`src/verilog/tfc_pkg.sv`:
```
// Package for the task file control register block: addresses, fields, carriers
package tfc_pkg;

  // ==========================================================================
  // Register addresses {cs1_n, cs0_n, da2, da1, da0}, selects active low
  // ==========================================================================
  localparam logic [4:0] TFC_ADDR_DEVICE_CONTROL = 5'h0E;  // control block, 110
  localparam logic [4:0] TFC_ADDR_DRIVE_HEAD     = 5'h16;  // command block, 110
  localparam logic [4:0] TFC_ADDR_ERROR_FEATURE  = 5'h11;  // command block, 001
  localparam logic [4:0] TFC_ADDR_SECTOR_COUNT   = 5'h12;  // command block, 010
  localparam logic [4:0] TFC_ADDR_SECTOR_NUMBER  = 5'h13;  // command block, 011
  localparam logic [4:0] TFC_ADDR_COMMAND        = 5'h17;  // command block, 111

  // ==========================================================================
  // Field positions
  // ==========================================================================
  localparam int TFC_CTL_SOFT_RESET_POS   = 2;
  localparam int TFC_CTL_INT_DISABLE_POS  = 1;
  localparam int TFC_DH_SELECT_POS        = 4;
  localparam int TFC_ERR_ABORTED_POS      = 2;
  localparam logic [7:0] TFC_DH_OBSOLETE_MASK = 8'hA0;

  // ==========================================================================
  // Reset values and command codes
  // ==========================================================================
  localparam logic [7:0] TFC_BYTE_ZERO        = 8'h00;
  localparam logic [7:0] TFC_DIAG_CODE_DEF    = 8'h01;
  localparam logic [7:0] TFC_CMD_DEVICE_RESET = 8'h08;
  localparam logic [7:0] TFC_CMD_DIAGNOSTIC   = 8'h90;

  // Command parameters latched at a command code write
  typedef struct packed {
    logic [7:0] feature;
    logic [7:0] count;
    logic [7:0] number;
    logic [7:0] drive_head;
    logic [7:0] code;
  } tfc_params_t;

  // Parallel bus access, sampled and synchronised
  typedef struct packed {
    logic       command_block_select_n;
    logic       control_block_select_n;
    logic [2:0] addr;
  } tfc_addr_t;

endpackage

```
`src/verilog/tfc_task_file.sv`:
```
// Task file control registers: control, drive select, error/feature, sector registers
`timescale 1ns/1ps

// How it works
// - Control address is write only; reads there return alternate status.
// - Control write acts at once and is taken whichever device is selected.
// - Soft reset bit runs the software reset, even in sleep.
// - Interrupt driven only when disable bit clear and device selected, else released.
// - Drive select valid when not busy; packet devices keep it in sleep.
// - Select bit acts at once; other bits become parameters at command write.
// - Select bit zero picks device 0, one picks device 1; respond when selected.
// - Obsolete drive select bits 7 and 5 are ignored.
// - Error and feature share an address: read error, write feature.
// - Error contents held stable while idle with the error flag set.
// - Resets and diagnostic or device reset completion load a diagnostic code.
// - Rejected commands set the aborted flag, bit 2 of error.
// - Feature written only when idle; latched as parameter at command write.
// - Sector registers written only when idle; reads valid when idle.
// - Sector registers latched as command parameters at command write.
// - While busy, command-block writes are ignored except device reset.
module tfc_task_file
  import tfc_pkg::*;
#(
  parameter logic [7:0] DIAG_CODE     = TFC_DIAG_CODE_DEF,
  parameter bit         DEVICE_NUMBER = 1'b0,
  parameter bit         PACKET_DEVICE = 1'b0
) (
  input  wire logic        ref_clk,
  input  wire logic        rst_b,
  input  wire logic        command_block_select_n,
  input  wire logic        control_block_select_n,
  input  wire logic        register_address_line_2,
  input  wire logic        register_address_line_1,
  input  wire logic        register_address_line_0,
  input  wire logic        dior_n,
  input  wire logic        diow_n,
  input  wire logic        dma_acknowledge_n,
  input  wire logic [7:0]  dd_in,
  output logic      [7:0]  dd_out,
  output logic             dd_oe_n,
  input  wire logic [7:0]  status_byte,
  input  wire logic        busy_flag,
  input  wire logic        data_request_flag,
  input  wire logic        error_flag,
  input  wire logic        sleep_mode,
  input  wire logic        interrupt_pending,
  input  wire logic        signature_load,
  input  wire logic        diag_done,
  input  wire logic        command_reject,
  output logic             interrupt_request_output,
  output logic             interrupt_request_oe_n,
  output logic             soft_reset_active,
  output logic             device_selected,
  output logic             command_strobe,
  output tfc_params_t      command_params
);

  // ==========================================================================
  // Pin synchronisers, two stages before any logic
  // ==========================================================================
  tfc_addr_t  addr_s1_q;
  tfc_addr_t  addr_s2_q;
  logic [1:0] strobe_s1_q;
  logic [1:0] strobe_s2_q;
  logic [1:0] strobe_s3_q;
  logic       dma_acknowledge_n_n_s1_q;
  logic       dma_acknowledge_n_n_s2_q;
  logic [7:0] data_s1_q;
  logic [7:0] data_s2_q;

  // Only the second stage feeds logic; the first may still be settling
  always_ff @(posedge ref_clk or negedge rst_b) begin
    if (!rst_b) begin
      addr_s1_q <= '1;
      addr_s2_q <= '1;
    end else begin
      addr_s1_q <= '{command_block_select_n, control_block_select_n,
                     {register_address_line_2, register_address_line_1, register_address_line_0}};
      addr_s2_q <= addr_s1_q;
    end
  end

  // Third strobe stage feeds only the edge detector; idle high so reset makes no false edge
  always_ff @(posedge ref_clk or negedge rst_b) begin
    if (!rst_b) begin
      strobe_s1_q <= '1;
      strobe_s2_q <= '1;
      strobe_s3_q <= '1;
    end else begin
      strobe_s1_q <= {dior_n, diow_n};
      strobe_s2_q <= strobe_s1_q;
      strobe_s3_q <= strobe_s2_q;
    end
  end

  always_ff @(posedge ref_clk or negedge rst_b) begin
    if (!rst_b) begin
      dma_acknowledge_n_n_s1_q <= 1'b1;
      dma_acknowledge_n_n_s2_q <= 1'b1;
    end else begin
      dma_acknowledge_n_n_s1_q <= dma_acknowledge_n;
      dma_acknowledge_n_n_s2_q <= dma_acknowledge_n_n_s1_q;
    end
  end

  always_ff @(posedge ref_clk or negedge rst_b) begin
    if (!rst_b) begin
      data_s1_q <= TFC_BYTE_ZERO;
      data_s2_q <= TFC_BYTE_ZERO;
    end else begin
      data_s1_q <= dd_in;
      data_s2_q <= data_s1_q;
    end
  end

  // ==========================================================================
  // Address decode
  // ==========================================================================
  function automatic logic hit(input tfc_addr_t a, input logic [4:0] target);
    hit = ({a.control_block_select_n, a.command_block_select_n, a.addr} == target);
  endfunction

  logic [4:0] addr_code;
  logic       write_done;
  logic       read_active;
  logic       dev_match;
  logic       cmd_block_ok;

  // Write taken at the rising edge of the synchronised write strobe
  assign write_done = strobe_s2_q[0] && !strobe_s3_q[0];
  assign read_active = !strobe_s2_q[1];
  // Same bit order as the package codes: control select, command select, address
  assign addr_code = {addr_s2_q.control_block_select_n, addr_s2_q.command_block_select_n, addr_s2_q.addr};

  logic [7:0] control_q;
  logic [7:0] drive_head_q;
  logic [7:0] error_q;
  logic [7:0] feature_q;
  logic [7:0] count_q;
  logic [7:0] number_q;

  assign dev_match = (drive_head_q[TFC_DH_SELECT_POS] == DEVICE_NUMBER);
  // Ignoring writes while busy protects the device's own parameters
  assign cmd_block_ok = write_done && dma_acknowledge_n_n_s2_q && dev_match && !busy_flag;

  logic wr_ctl;
  logic wr_dh;
  logic wr_feat;
  logic wr_cnt;
  logic wr_num;
  logic wr_cmd;

  always_comb begin
    wr_ctl  = 1'b0;
    wr_dh   = 1'b0;
    wr_feat = 1'b0;
    wr_cnt  = 1'b0;
    wr_num  = 1'b0;
    wr_cmd  = 1'b0;
    if (hit(addr_s2_q, TFC_ADDR_DEVICE_CONTROL)) begin
      wr_ctl = write_done;
    end else if (hit(addr_s2_q, TFC_ADDR_DRIVE_HEAD)) begin
      // Both devices track the select bit, so no device match here
      wr_dh = write_done && dma_acknowledge_n_n_s2_q && !busy_flag;
    end else if (hit(addr_s2_q, TFC_ADDR_ERROR_FEATURE)) begin
      wr_feat = cmd_block_ok;
    end else if (hit(addr_s2_q, TFC_ADDR_SECTOR_COUNT)) begin
      wr_cnt = cmd_block_ok;
    end else if (hit(addr_s2_q, TFC_ADDR_SECTOR_NUMBER)) begin
      wr_num = cmd_block_ok;
    end else if (hit(addr_s2_q, TFC_ADDR_COMMAND)) begin
      wr_cmd = write_done && dma_acknowledge_n_n_s2_q && dev_match &&
               (!busy_flag || data_s2_q == TFC_CMD_DEVICE_RESET) &&
               (!sleep_mode || (PACKET_DEVICE && data_s2_q == TFC_CMD_DEVICE_RESET));
    end
  end

  // ==========================================================================
  // Device control, write only, both devices
  // ==========================================================================
  always_ff @(posedge ref_clk or negedge rst_b) begin
    if (!rst_b) begin
      control_q <= TFC_BYTE_ZERO;
    end else if (wr_ctl) begin
      control_q <= data_s2_q;
    end
  end

  // Sleep does not gate this: soft reset must wake the device
  assign soft_reset_active = control_q[TFC_CTL_SOFT_RESET_POS];

  // Interrupt level from a flop, so the pin never carries a glitch of the device's gates
  always_ff @(posedge ref_clk or negedge rst_b) begin
    if (!rst_b) begin
      interrupt_request_output <= 1'b0;
    end else begin
      interrupt_request_output <= interrupt_pending;
    end
  end

  // Interrupt output: enabled only when selected with the disable bit clear
  assign interrupt_request_oe_n = control_q[TFC_CTL_INT_DISABLE_POS] || !dev_match;
  assign device_selected = dev_match;

  // ==========================================================================
  // Drive select; obsolete bits dropped
  // ==========================================================================
  always_ff @(posedge ref_clk or negedge rst_b) begin
    if (!rst_b) begin
      drive_head_q <= TFC_BYTE_ZERO;
    end else if (soft_reset_active || signature_load) begin
      drive_head_q <= TFC_BYTE_ZERO;
    end else if (sleep_mode && !PACKET_DEVICE) begin
      drive_head_q <= TFC_BYTE_ZERO;
    end else if (wr_dh) begin
      drive_head_q <= data_s2_q & ~TFC_DH_OBSOLETE_MASK;
    end
  end

  // ==========================================================================
  // Error register
  // ==========================================================================
  always_ff @(posedge ref_clk or negedge rst_b) begin
    if (!rst_b) begin
      error_q <= DIAG_CODE;
    end else if (soft_reset_active || diag_done) begin
      error_q <= DIAG_CODE;
    end else if (command_reject) begin
      error_q <= error_q | (8'h01 << TFC_ERR_ABORTED_POS);
    end else if (wr_cmd) begin
      error_q <= TFC_BYTE_ZERO;
    end
    // Otherwise held, so contents stay stable while error flag is set
  end

  // ==========================================================================
  // Feature and sector registers
  // ==========================================================================
  always_ff @(posedge ref_clk or negedge rst_b) begin
    if (!rst_b) begin
      feature_q <= TFC_BYTE_ZERO;
    end else if (soft_reset_active) begin
      feature_q <= TFC_BYTE_ZERO;
    end else if (wr_feat) begin
      feature_q <= data_s2_q;
    end
  end

  always_ff @(posedge ref_clk or negedge rst_b) begin
    if (!rst_b) begin
      count_q <= TFC_BYTE_ZERO;
    end else if (soft_reset_active) begin
      count_q <= TFC_BYTE_ZERO;
    end else if (wr_cnt) begin
      count_q <= data_s2_q;
    end
  end

  always_ff @(posedge ref_clk or negedge rst_b) begin
    if (!rst_b) begin
      number_q <= TFC_BYTE_ZERO;
    end else if (soft_reset_active) begin
      number_q <= TFC_BYTE_ZERO;
    end else if (wr_num) begin
      number_q <= data_s2_q;
    end
  end

  // ==========================================================================
  // Parameter latch at command code write
  // ==========================================================================
  always_ff @(posedge ref_clk or negedge rst_b) begin
    if (!rst_b) begin
      command_strobe <= 1'b0;
    end else begin
      command_strobe <= wr_cmd;
    end
  end

  // Parameters copy the registers as they stand at the command write
  always_ff @(posedge ref_clk or negedge rst_b) begin
    if (!rst_b) begin
      command_params <= '0;
    end else if (wr_cmd) begin
      command_params <= '{feature: feature_q, count: count_q, number: number_q,
                          drive_head: drive_head_q, code: data_s2_q};
    end
  end

  // ==========================================================================
  // Read data path
  // ==========================================================================
  logic [7:0] rd_d;
  logic       rd_hit;

  always_comb begin
    rd_d   = TFC_BYTE_ZERO;
    rd_hit = 1'b1;
    if (addr_code == TFC_ADDR_DEVICE_CONTROL) begin
      rd_d = status_byte;
    end else if (addr_code == TFC_ADDR_DRIVE_HEAD) begin
      rd_d = drive_head_q;
    end else if (addr_code == TFC_ADDR_ERROR_FEATURE) begin
      rd_d = error_q;
    end else if (addr_code == TFC_ADDR_SECTOR_COUNT) begin
      rd_d = count_q;
    end else if (addr_code == TFC_ADDR_SECTOR_NUMBER) begin
      rd_d = number_q;
    end else begin
      rd_hit = 1'b0;
    end
  end

  always_ff @(posedge ref_clk or negedge rst_b) begin
    if (!rst_b) begin
      dd_out  <= TFC_BYTE_ZERO;
      dd_oe_n <= 1'b1;
    end else begin
      dd_out  <= rd_d;
      // Only the selected device answers reads
      dd_oe_n <= !(read_active && rd_hit && dev_match && dma_acknowledge_n_n_s2_q);
    end
  end

  // ==========================================================================
  // Elaboration checks
  // ==========================================================================
  // Every field must land inside the byte that carries it
  if (TFC_CTL_SOFT_RESET_POS >= $bits(TFC_BYTE_ZERO) || TFC_CTL_INT_DISABLE_POS >= $bits(TFC_BYTE_ZERO) ||
      TFC_DH_SELECT_POS >= $bits(TFC_BYTE_ZERO) || TFC_ERR_ABORTED_POS >= $bits(TFC_BYTE_ZERO)) begin : g_bad_field
    $error("register field position outside its byte");
  end
  // The select bit must survive the obsolete-bit mask, or device 1 would never match
  if (TFC_DH_OBSOLETE_MASK[TFC_DH_SELECT_POS]) begin : g_bad_mask
    $error("drive select bit falls under the obsolete mask");
  end
  // A zero diagnostic code could not be told from the clear left by a command write
  if (DIAG_CODE == TFC_BYTE_ZERO) begin : g_bad_diag
    $error("diagnostic code must not be zero");
  end

endmodule
```
`config.mk`:
```
export PLATFORM = sky130hd
export DESIGN_NAME = tfc_task_file
export DESIGN_NICKNAME = d
export VERILOG_FILES = /design/src/verilog/tfc_pkg.sv /design/src/verilog/tfc_task_file.sv
export SDC_FILE = /design/constraint.sdc
export NUM_CORES = 1
export LEC_CHECK = 0
export BUFFER_PORTS_ARGS = -buffer_cell sky130_fd_sc_hd__buf_2
export CORE_ASPECT_RATIO = 0.5
export CORE_MARGIN = 4
export CORE_UTILIZATION = 58
export DETAILED_ROUTE_END_ITERATION = 10
export PLACE_DENSITY_LB_ADDON = 0.15
export SETUP_SLACK_MARGIN = 0.4
export SLEW_MARGIN = 25
export SYNTH_ARGS = -nofsm -noshare
export SYNTH_HDL_FRONTEND = slang
export SYNTH_SLANG_ARGS = --single-unit
```
`constraint.sdc`:
```
create_clock -name ref_clk -period 3.22 [get_ports ref_clk]
set_input_delay 0.322 -clock ref_clk [delete_from_list [all_inputs] [get_ports ref_clk]]
set_output_delay 0.322 -clock ref_clk [all_outputs]
set_load 0.05 [all_outputs]
```
Word-level counts from Yosys, hierarchy flattened
Cells that the tools add are included.
{ "totals": {"register_bits": 127, "inputBits": 34, "output_inout_bits": 54, "word_cells": 107} }
{ "op_classes": {"eq_ne": 8, "n_mux": 43, "n_bitwise": 1, "reduce_logical": 26} }
{ "op_table": {"columns": ["cell", "n"], "rows": [
  ["$mux W8", 17],
  ["$mux W1", 26],
  ["$eq A5 B5 Y1 const B", 5],
  ["$logic_and A1 B1 Y1", 10],
  ["$eq A8 B4 Y1 const B", 1],
  ["$reduce_bool A2 Y1", 4],
  ["$reduce_bool A3 Y1", 2],
  ["$eq A5 B4 Y1 const B", 1],
  ["$logic_not A1 Y1", 5],
  ["$logic_or A1 B1 Y1", 4],
  ["$ne A2 B1 Y1 const B", 1],
  ["$reduce_and A2 Y1", 1],
  ["$not A1 Y1", 1]
]} }

Depth between registers and ports, before layout
{ "logic_depth": {"ltp_word": 15, "ltp_mapped": 6, "mapped_depth_nobuf": 4} }

Worst setup path after synthesis
Ideal clock, no wire load.
{ "synth_timing": {"path_type": "register -> register", "start": "register strobe_s2_q[0]", "end": "register command_params[10] in the netlist's numbering", "setup_ns": 0.125, "t_arrival_ns": 2.006, "required_ns": 3.095, "setup_slack_ns": 1.089, "path_stages_with_launch": 7, "n_path_buf": 2, "period_less_slack_ns": 2.131, "cell_sequence": "dfstp_2 nand4bb_4 or4_4 or2_1 buf_6 buf_6 mux2_4"} }
{ "synth_via": {"elab_chain_cells": 11} }
{ "synth_rtl": {"columns": ["element", "line", "source"], "rows": [
  ["start: declaration", "tfc_task_file.sv:64", "logic [1:0] strobe_s2_q;"],
  ["start signal: assignment", "tfc_task_file.sv:91", "strobe_s2_q <= strobe_s1_q;"],
  ["$logic_and A1 B1 Y1", "tfc_task_file.sv:130", "assign write_done = strobe_s2_q[0] && !strobe_s3_q[0];"],
  ["$logic_and A1 B1 Y1 (3 in series)", "tfc_task_file.sv:172", "wr_cmd = write_done && dma_acknowledge_n_n_s2_q && dev_match &&"],
  ["$logic_and A1 B1 Y1", "tfc_task_file.sv:173", "(!busy_flag || data_s2_q == TFC_CMD_DEVICE_RESET) &&"],
  ["$mux W1", "tfc_task_file.sv:171", "end else if (hit(addr_s2_q, TFC_ADDR_COMMAND)) begin"],
  ["$mux W1", "tfc_task_file.sv:169", "end else if (hit(addr_s2_q, TFC_ADDR_SECTOR_NUMBER)) begin"],
  ["$mux W1", "tfc_task_file.sv:167", "end else if (hit(addr_s2_q, TFC_ADDR_SECTOR_COUNT)) begin"],
  ["$mux W1", "tfc_task_file.sv:165", "end else if (hit(addr_s2_q, TFC_ADDR_ERROR_FEATURE)) begin"],
  ["$mux W1", "tfc_task_file.sv:162", "end else if (hit(addr_s2_q, TFC_ADDR_DRIVE_HEAD)) begin"],
  ["$mux W1", "tfc_task_file.sv:160", "if (hit(addr_s2_q, TFC_ADDR_DEVICE_CONTROL)) begin"],
  ["end signal: assignment", "tfc_task_file.sv:285", "command_params <= '{feature: feature_q, count: count_q, number: number_q,"],
  ["end: declaration", "tfc_task_file.sv:55", "output tfc_params_t command_params"]
]} }
Every way passes these cells.
A chain may end at the register's enable or synchronous reset.

Worst setup path in the final report
{ "layout_timing": {"start": "register addr_s2_q, in the netlist addr_code[4]", "end": "register number_q[2]"} }
{ "layout_via": {"elab_chain_cells": 7, "word_cells_on_any_way": 11, "cone_classes": "eq/ne (5); mux (5); reduce/logical (1)"} }
{ "layout_rtl": {"columns": ["element", "line", "source"], "rows": [
  ["start: declaration", "tfc_task_file.sv:62", "tfc_addr_t addr_s2_q;"],
  ["start signal: assignment", "tfc_task_file.sv:79", "addr_s2_q <= addr_s1_q;"],
  ["$eq A5 B5 Y1", "tfc_task_file.sv:120", "hit = ({a.control_block_select_n, a.command_block_select_n, a.addr} == target);"],
  ["$mux W1", "tfc_task_file.sv:169", null],
  ["$mux W1", "tfc_task_file.sv:167", null],
  ["$mux W1", "tfc_task_file.sv:165", null],
  ["$mux W1", "tfc_task_file.sv:162", null],
  ["$mux W1 (*)", "tfc_task_file.sv:160", null],
  ["$reduce_bool A2 Y1 (no source line) (*)", null, null],
  ["end signal: assignment", "tfc_task_file.sv:265", "number_q <= data_s2_q;"],
  ["end: declaration", "tfc_task_file.sv:140", "logic [7:0] number_q;"]
]} }
Mark *: on every way between the ends. The rest lies on a longest branch, timed or not.

==> impl.org <==
** Status
- Status :: completed

** Power
- P_leak :: 2.93 nW
- In this run the power spent charging and discharging nets is 0.803 mW.
- Power per unit of standard cell area :: 628 mW/mm²
- Power consumption :: 3.50 mW
- Of the total power, the share spent switching nets is 0.229.
- Power share of the combinational group :: 0.048
- The share of total power dissipated in sequential elements is 0.438.
- Of the total power, the clock network draws 0.514.
- VDD sags by at most 434 µV.
- Internal Dissipation :: 2.70 mW

** Timing
- In the finished design, the share of the clock period the worst path needs comes to 0.746.
- Rel. slew slack :: 0.407
- Fmax :: 416 MHz
- Slew Viols, Final :: 0
- Unrepaired setup endpoints after global routing :: no
- Final hold violation count :: 0
- Final hold slack :: 0.0149 ns
- The clock arrives with 0.00760 ns of skew.
- Worst-margin pin slew :: 0.882 ns
- Setup violations remaining at the end of the flow were counted as 0.
- Setup total negative slack on the finished layout was measured at 0 ns.
- Post-route minimum period :: 2.40 ns

** GRT
- GRT overflow :: 0
- The initial antenna violation count is 0.
- Maximum number of pins on one net before global-route repair :: 60
- The first global-routing pass estimated 15.3 mm of wire.
- Vias in the first global route :: 2897
- Total global routing track utilization :: 0.226

** Clock network
- The clock net in this run drives a total of 116 sinks.
- Clock Path Buffers :: 2
- Clock-pin slew on the worst setup and hold paths :: 0.06 ns
- TritonCTS created 17 clock buffers.
- Clock latency on the worst-skew pair, taken at its later pin, is 0.41 ns.
- CTS tree :: built
- Number of levels the H-tree was split into :: 4
- In this run the post-CTS setup repair buffer count came out at 0.
- The root buffer cell chosen for the clock tree is clkbuf_16.

** Critical path
- Critical R2R Launch :: addr_code[4]
- Category of the most critical setup path :: flip-flop to flip-flop
- In this run the critical register-to-register path is captured at number_q[2].
- Depth of the worst register-to-register path :: 4
- Worst stage delay on the critical path :: 0.83 ns
- Across all register-to-register paths, the minimum setup slack is 0.82 ns.
- In this run the worst path has a maximum fanout of 8.
- In this run the worst setup path terminates at number_q[2].
- The most critical setup path has its startpoint at addr_code[4].
- For the worst setup path, the data required time is 3.50 ns.
- Kind of launch point of the worst setup path :: flip-flop
- Cell chain of the critical path :: or3b_2 -> or4_1 -> mux2i_1 -> nor2_1
- Arrival time at the worst endpoint :: 2.68 ns
- Max stage delay cell, worst path :: or4_1
- The worst setup path is captured at a flip-flop.

** Cells and area
- Area delta synth->final :: 27.3%
- With fillers left out, the area of the finished cells amounts to 0.00558 mm².
- Antenna diode count :: 0
- Share of post-route cells with drive strength above 1 :: 0.453
- Net total in the final layout :: 429
- Leaving out fill and tap cells, the most frequent cell in the layout is dfrtp_1.
- Non-Filler Instances :: 504
- In the layout the commonest cells are 97 x dfrtp_1, 82 x buf_2, 31 x nor2_1.

** Logic synthesis
- Largest family of logic cells by synthesized area :: multiplexers
- Mux contribution to synthesized area :: 0.171
- After technology mapping, the gate count stands at 290.
- Simple-gate area share of the yosys netlist :: 0.0877
- In the synthesized netlist the async set-or-reset flop fraction comes to 1.00.
- The post-synthesis compound-gate area fraction was 0.0497.
- Synth Flop Type :: dfrtp_1
- The synthesized netlist occupies a cell area of 0.00438 mm².
- Of the synthesized area, sequential elements account for 0.668.
- Counting flops and latches in the post-synthesis netlist gives 116.
- Synth Area in XOR/XNOR :: 0
- Count of warnings emitted by yosys :: 0
- Adder and majority gate portion of the synthesized area :: 0
- EDFF count, synth :: 0
- The synthesized netlist contains 43 unique library cells.
- Avg Cell Area, Syn :: 15.1 µm²

** Placed design
- The HPWL after detailed placement is 5.98 mm.
- Number of placed cells counting well taps :: 461
- After detailed placement, the total cell area comes to 0.00488 mm².
- Port buffering added 83 buffers.
- The congestion estimate from routability-driven global placement came to 0.812.

** Floorplan
- From bottom edge to top edge, the die measures 69.4 µm.
- The floorplan step defined a core boundary enclosing 0.00732 mm².
- The floorplan has 22 rows.
- Die outline area :: 0.00909 mm²
- The floorplan step set the die width to 131 µm.
- I/O pins :: 88
- Initial core utilization :: 0.598

** Detailed routing
- Routed wire length :: 9.26 mm
- In this run the top signal layer used is met4.
- The detail route stage leaves a number of antenna-violating nets equal to 0.
- After the first detailed-routing iteration, the DRC count stood at 224.
- DR WL met2 :: 4.16 mm
- In the final routing, the length of wire on met1 measures 4.25 mm.
- Met3 wirelength from detailed routing :: 678 µm
- Using the TritonRoute via totals, the vias-per-cell ratio works out to 5.41.
- The routed layout has 2729 vias.
- After detailed routing, the number of remaining DRC violations is 0.
- The first TritonRoute pass finished after 4 iterations.
- Wirelength per Cell :: 18.4 µm

** Hold path
- The startpoint identified for the worst hold timing path is dd_in[6].
- In this run the worst hold path is classified as input port to flip-flop.

** Job
- Count of max-cap constraint violations :: 0
## synth_stat cells, types with 2 or more instances
cell / n / area share
a22o_1: 6 / 0.012
nor4_1: 2 / 0.0029
and3_1: 2 / 0.0029
nand2_1: 7 / 0.0060
inv_1: 4 / 0.0034
clkbuf_1: 5 / 0.0043
nor2_1: 31 / 0.027
or4b_2: 2 / 0.0046
mux2_4: 19 / 0.065
o21a_1: 2 / 0.0034
mux2_2: 20 / 0.051
dfrtp_1: 97 / 0.55
nand4b_1: 2 / 0.0040
dfstp_2: 19 / 0.11
a21oi_1: 7 / 0.0080
a222oi_1: 5 / 0.011
nor2b_1: 2 / 0.0029
mux2i_1: 24 / 0.055
buf_4: 2 / 0.0034
buf_6: 3 / 0.0077
buf_2: 2 / 0.0023
a22oi_1: 5 / 0.0086
a21boi_0: 2 / 0.0034
## worst min-delay path by stage
stage / endpoint / slack, ns / cells past startpoint
2_1_floorplan: command_params[0] / 0.03 / 0
3_3_place_gp: data_s2_q[0] / 0.33 / 0
3_5_place_dp: data_s2_q[0] / 0.34 / 0
4_1_cts: data_s1_q[1] / 0.0005 / 1
5_1_grt: data_s1_q[4] / 0.0008 / 1
6_report: data_s1_q[6] / 0.01 / 1
## power groups by stage
| stage | Clock [mW] | Sequential (mW) | Combinational (mW) |
|---|---|---|---|
| 3_3_place_gp | 0 | 1.56 | 0.154 |
| 2_1_floorplan | 0 | 1.57 | 0.0592 |
| 4_1_cts | 1.83 | 1.53 | 0.168 |
| 6_report | 1.80 | 1.53 | 0.167 |
| 5_1_grt | 1.91 | 1.54 | 0.183 |
| 3_5_place_dp | 0 | 1.56 | 0.158 |
## sequential cells by signal (all words and copies together) (netlist names), 6 cells and up
name,count
command_params,38
count_q,8
data_s1_q,8
data_s2_q,8
dd_out,8
drive_head_q,6
feature_q,8
number_q,8
## critical path: cells and delay by family, from the launching register on
kind	cells	cell delay, ns
multiplexers	1	0.28
flip-flops	1	0.57
AND/OR/NAND/NOR	3	1.42
## stage by stage
| stage | setup slack, ns | utilization |
|---|---|---|
| 2_1_floorplan | 1.09 | - |
| 3_3_place_gp | 0.709 | 0.667 |
| 3_5_place_dp | 0.600 | 0.667 |
| 4_1_cts | 0.576 | 0.760 |
| 5_1_grt | 0.734 | 0.761 |
| 6_report | 0.817 | 0.761 |
## metal layers
| metal | vias up | track usage |
|---|---|---|
| li1 | 1242 | - |
| met1 | 1371 | 0.324 |
| met2 | 99 | 0.315 |
| met3 | 17 | 0.0715 |
| met4 | 0 | 0.104 |
| met5 | - | 0 |
## area by class of cell
| class | instances | area, µm² |
|---|---|---|
| clock buffer | 22 | 518 |
| tap | 96 | 120 |
| clock inverter | 10 | 62.6 |
| inverter | 4 | 15.0 |
| multi-input combinational | 158 | 1360 |
| fill | 477 | 1750 |
| timing repair buffer | 98 | 571 |
| sequential | 116 | 2930 |
## cells by family (layout without fill, tap and decap cells)
kind of cell / count (synthesis) / in the layout
flops: 116 / 116
compound gates: 29 / 29
buf+inv: 17 / 134
other cells: 1 / 2
mux: 63 / 63
simple gates: 64 / 64
## repair_timing
action	in CTS	in global routing
hold buffers	10	1
resized for setup	0	0
endpoints found under the hold margin	23	1
Note: power is estimated with default switching activity, not from simulation.
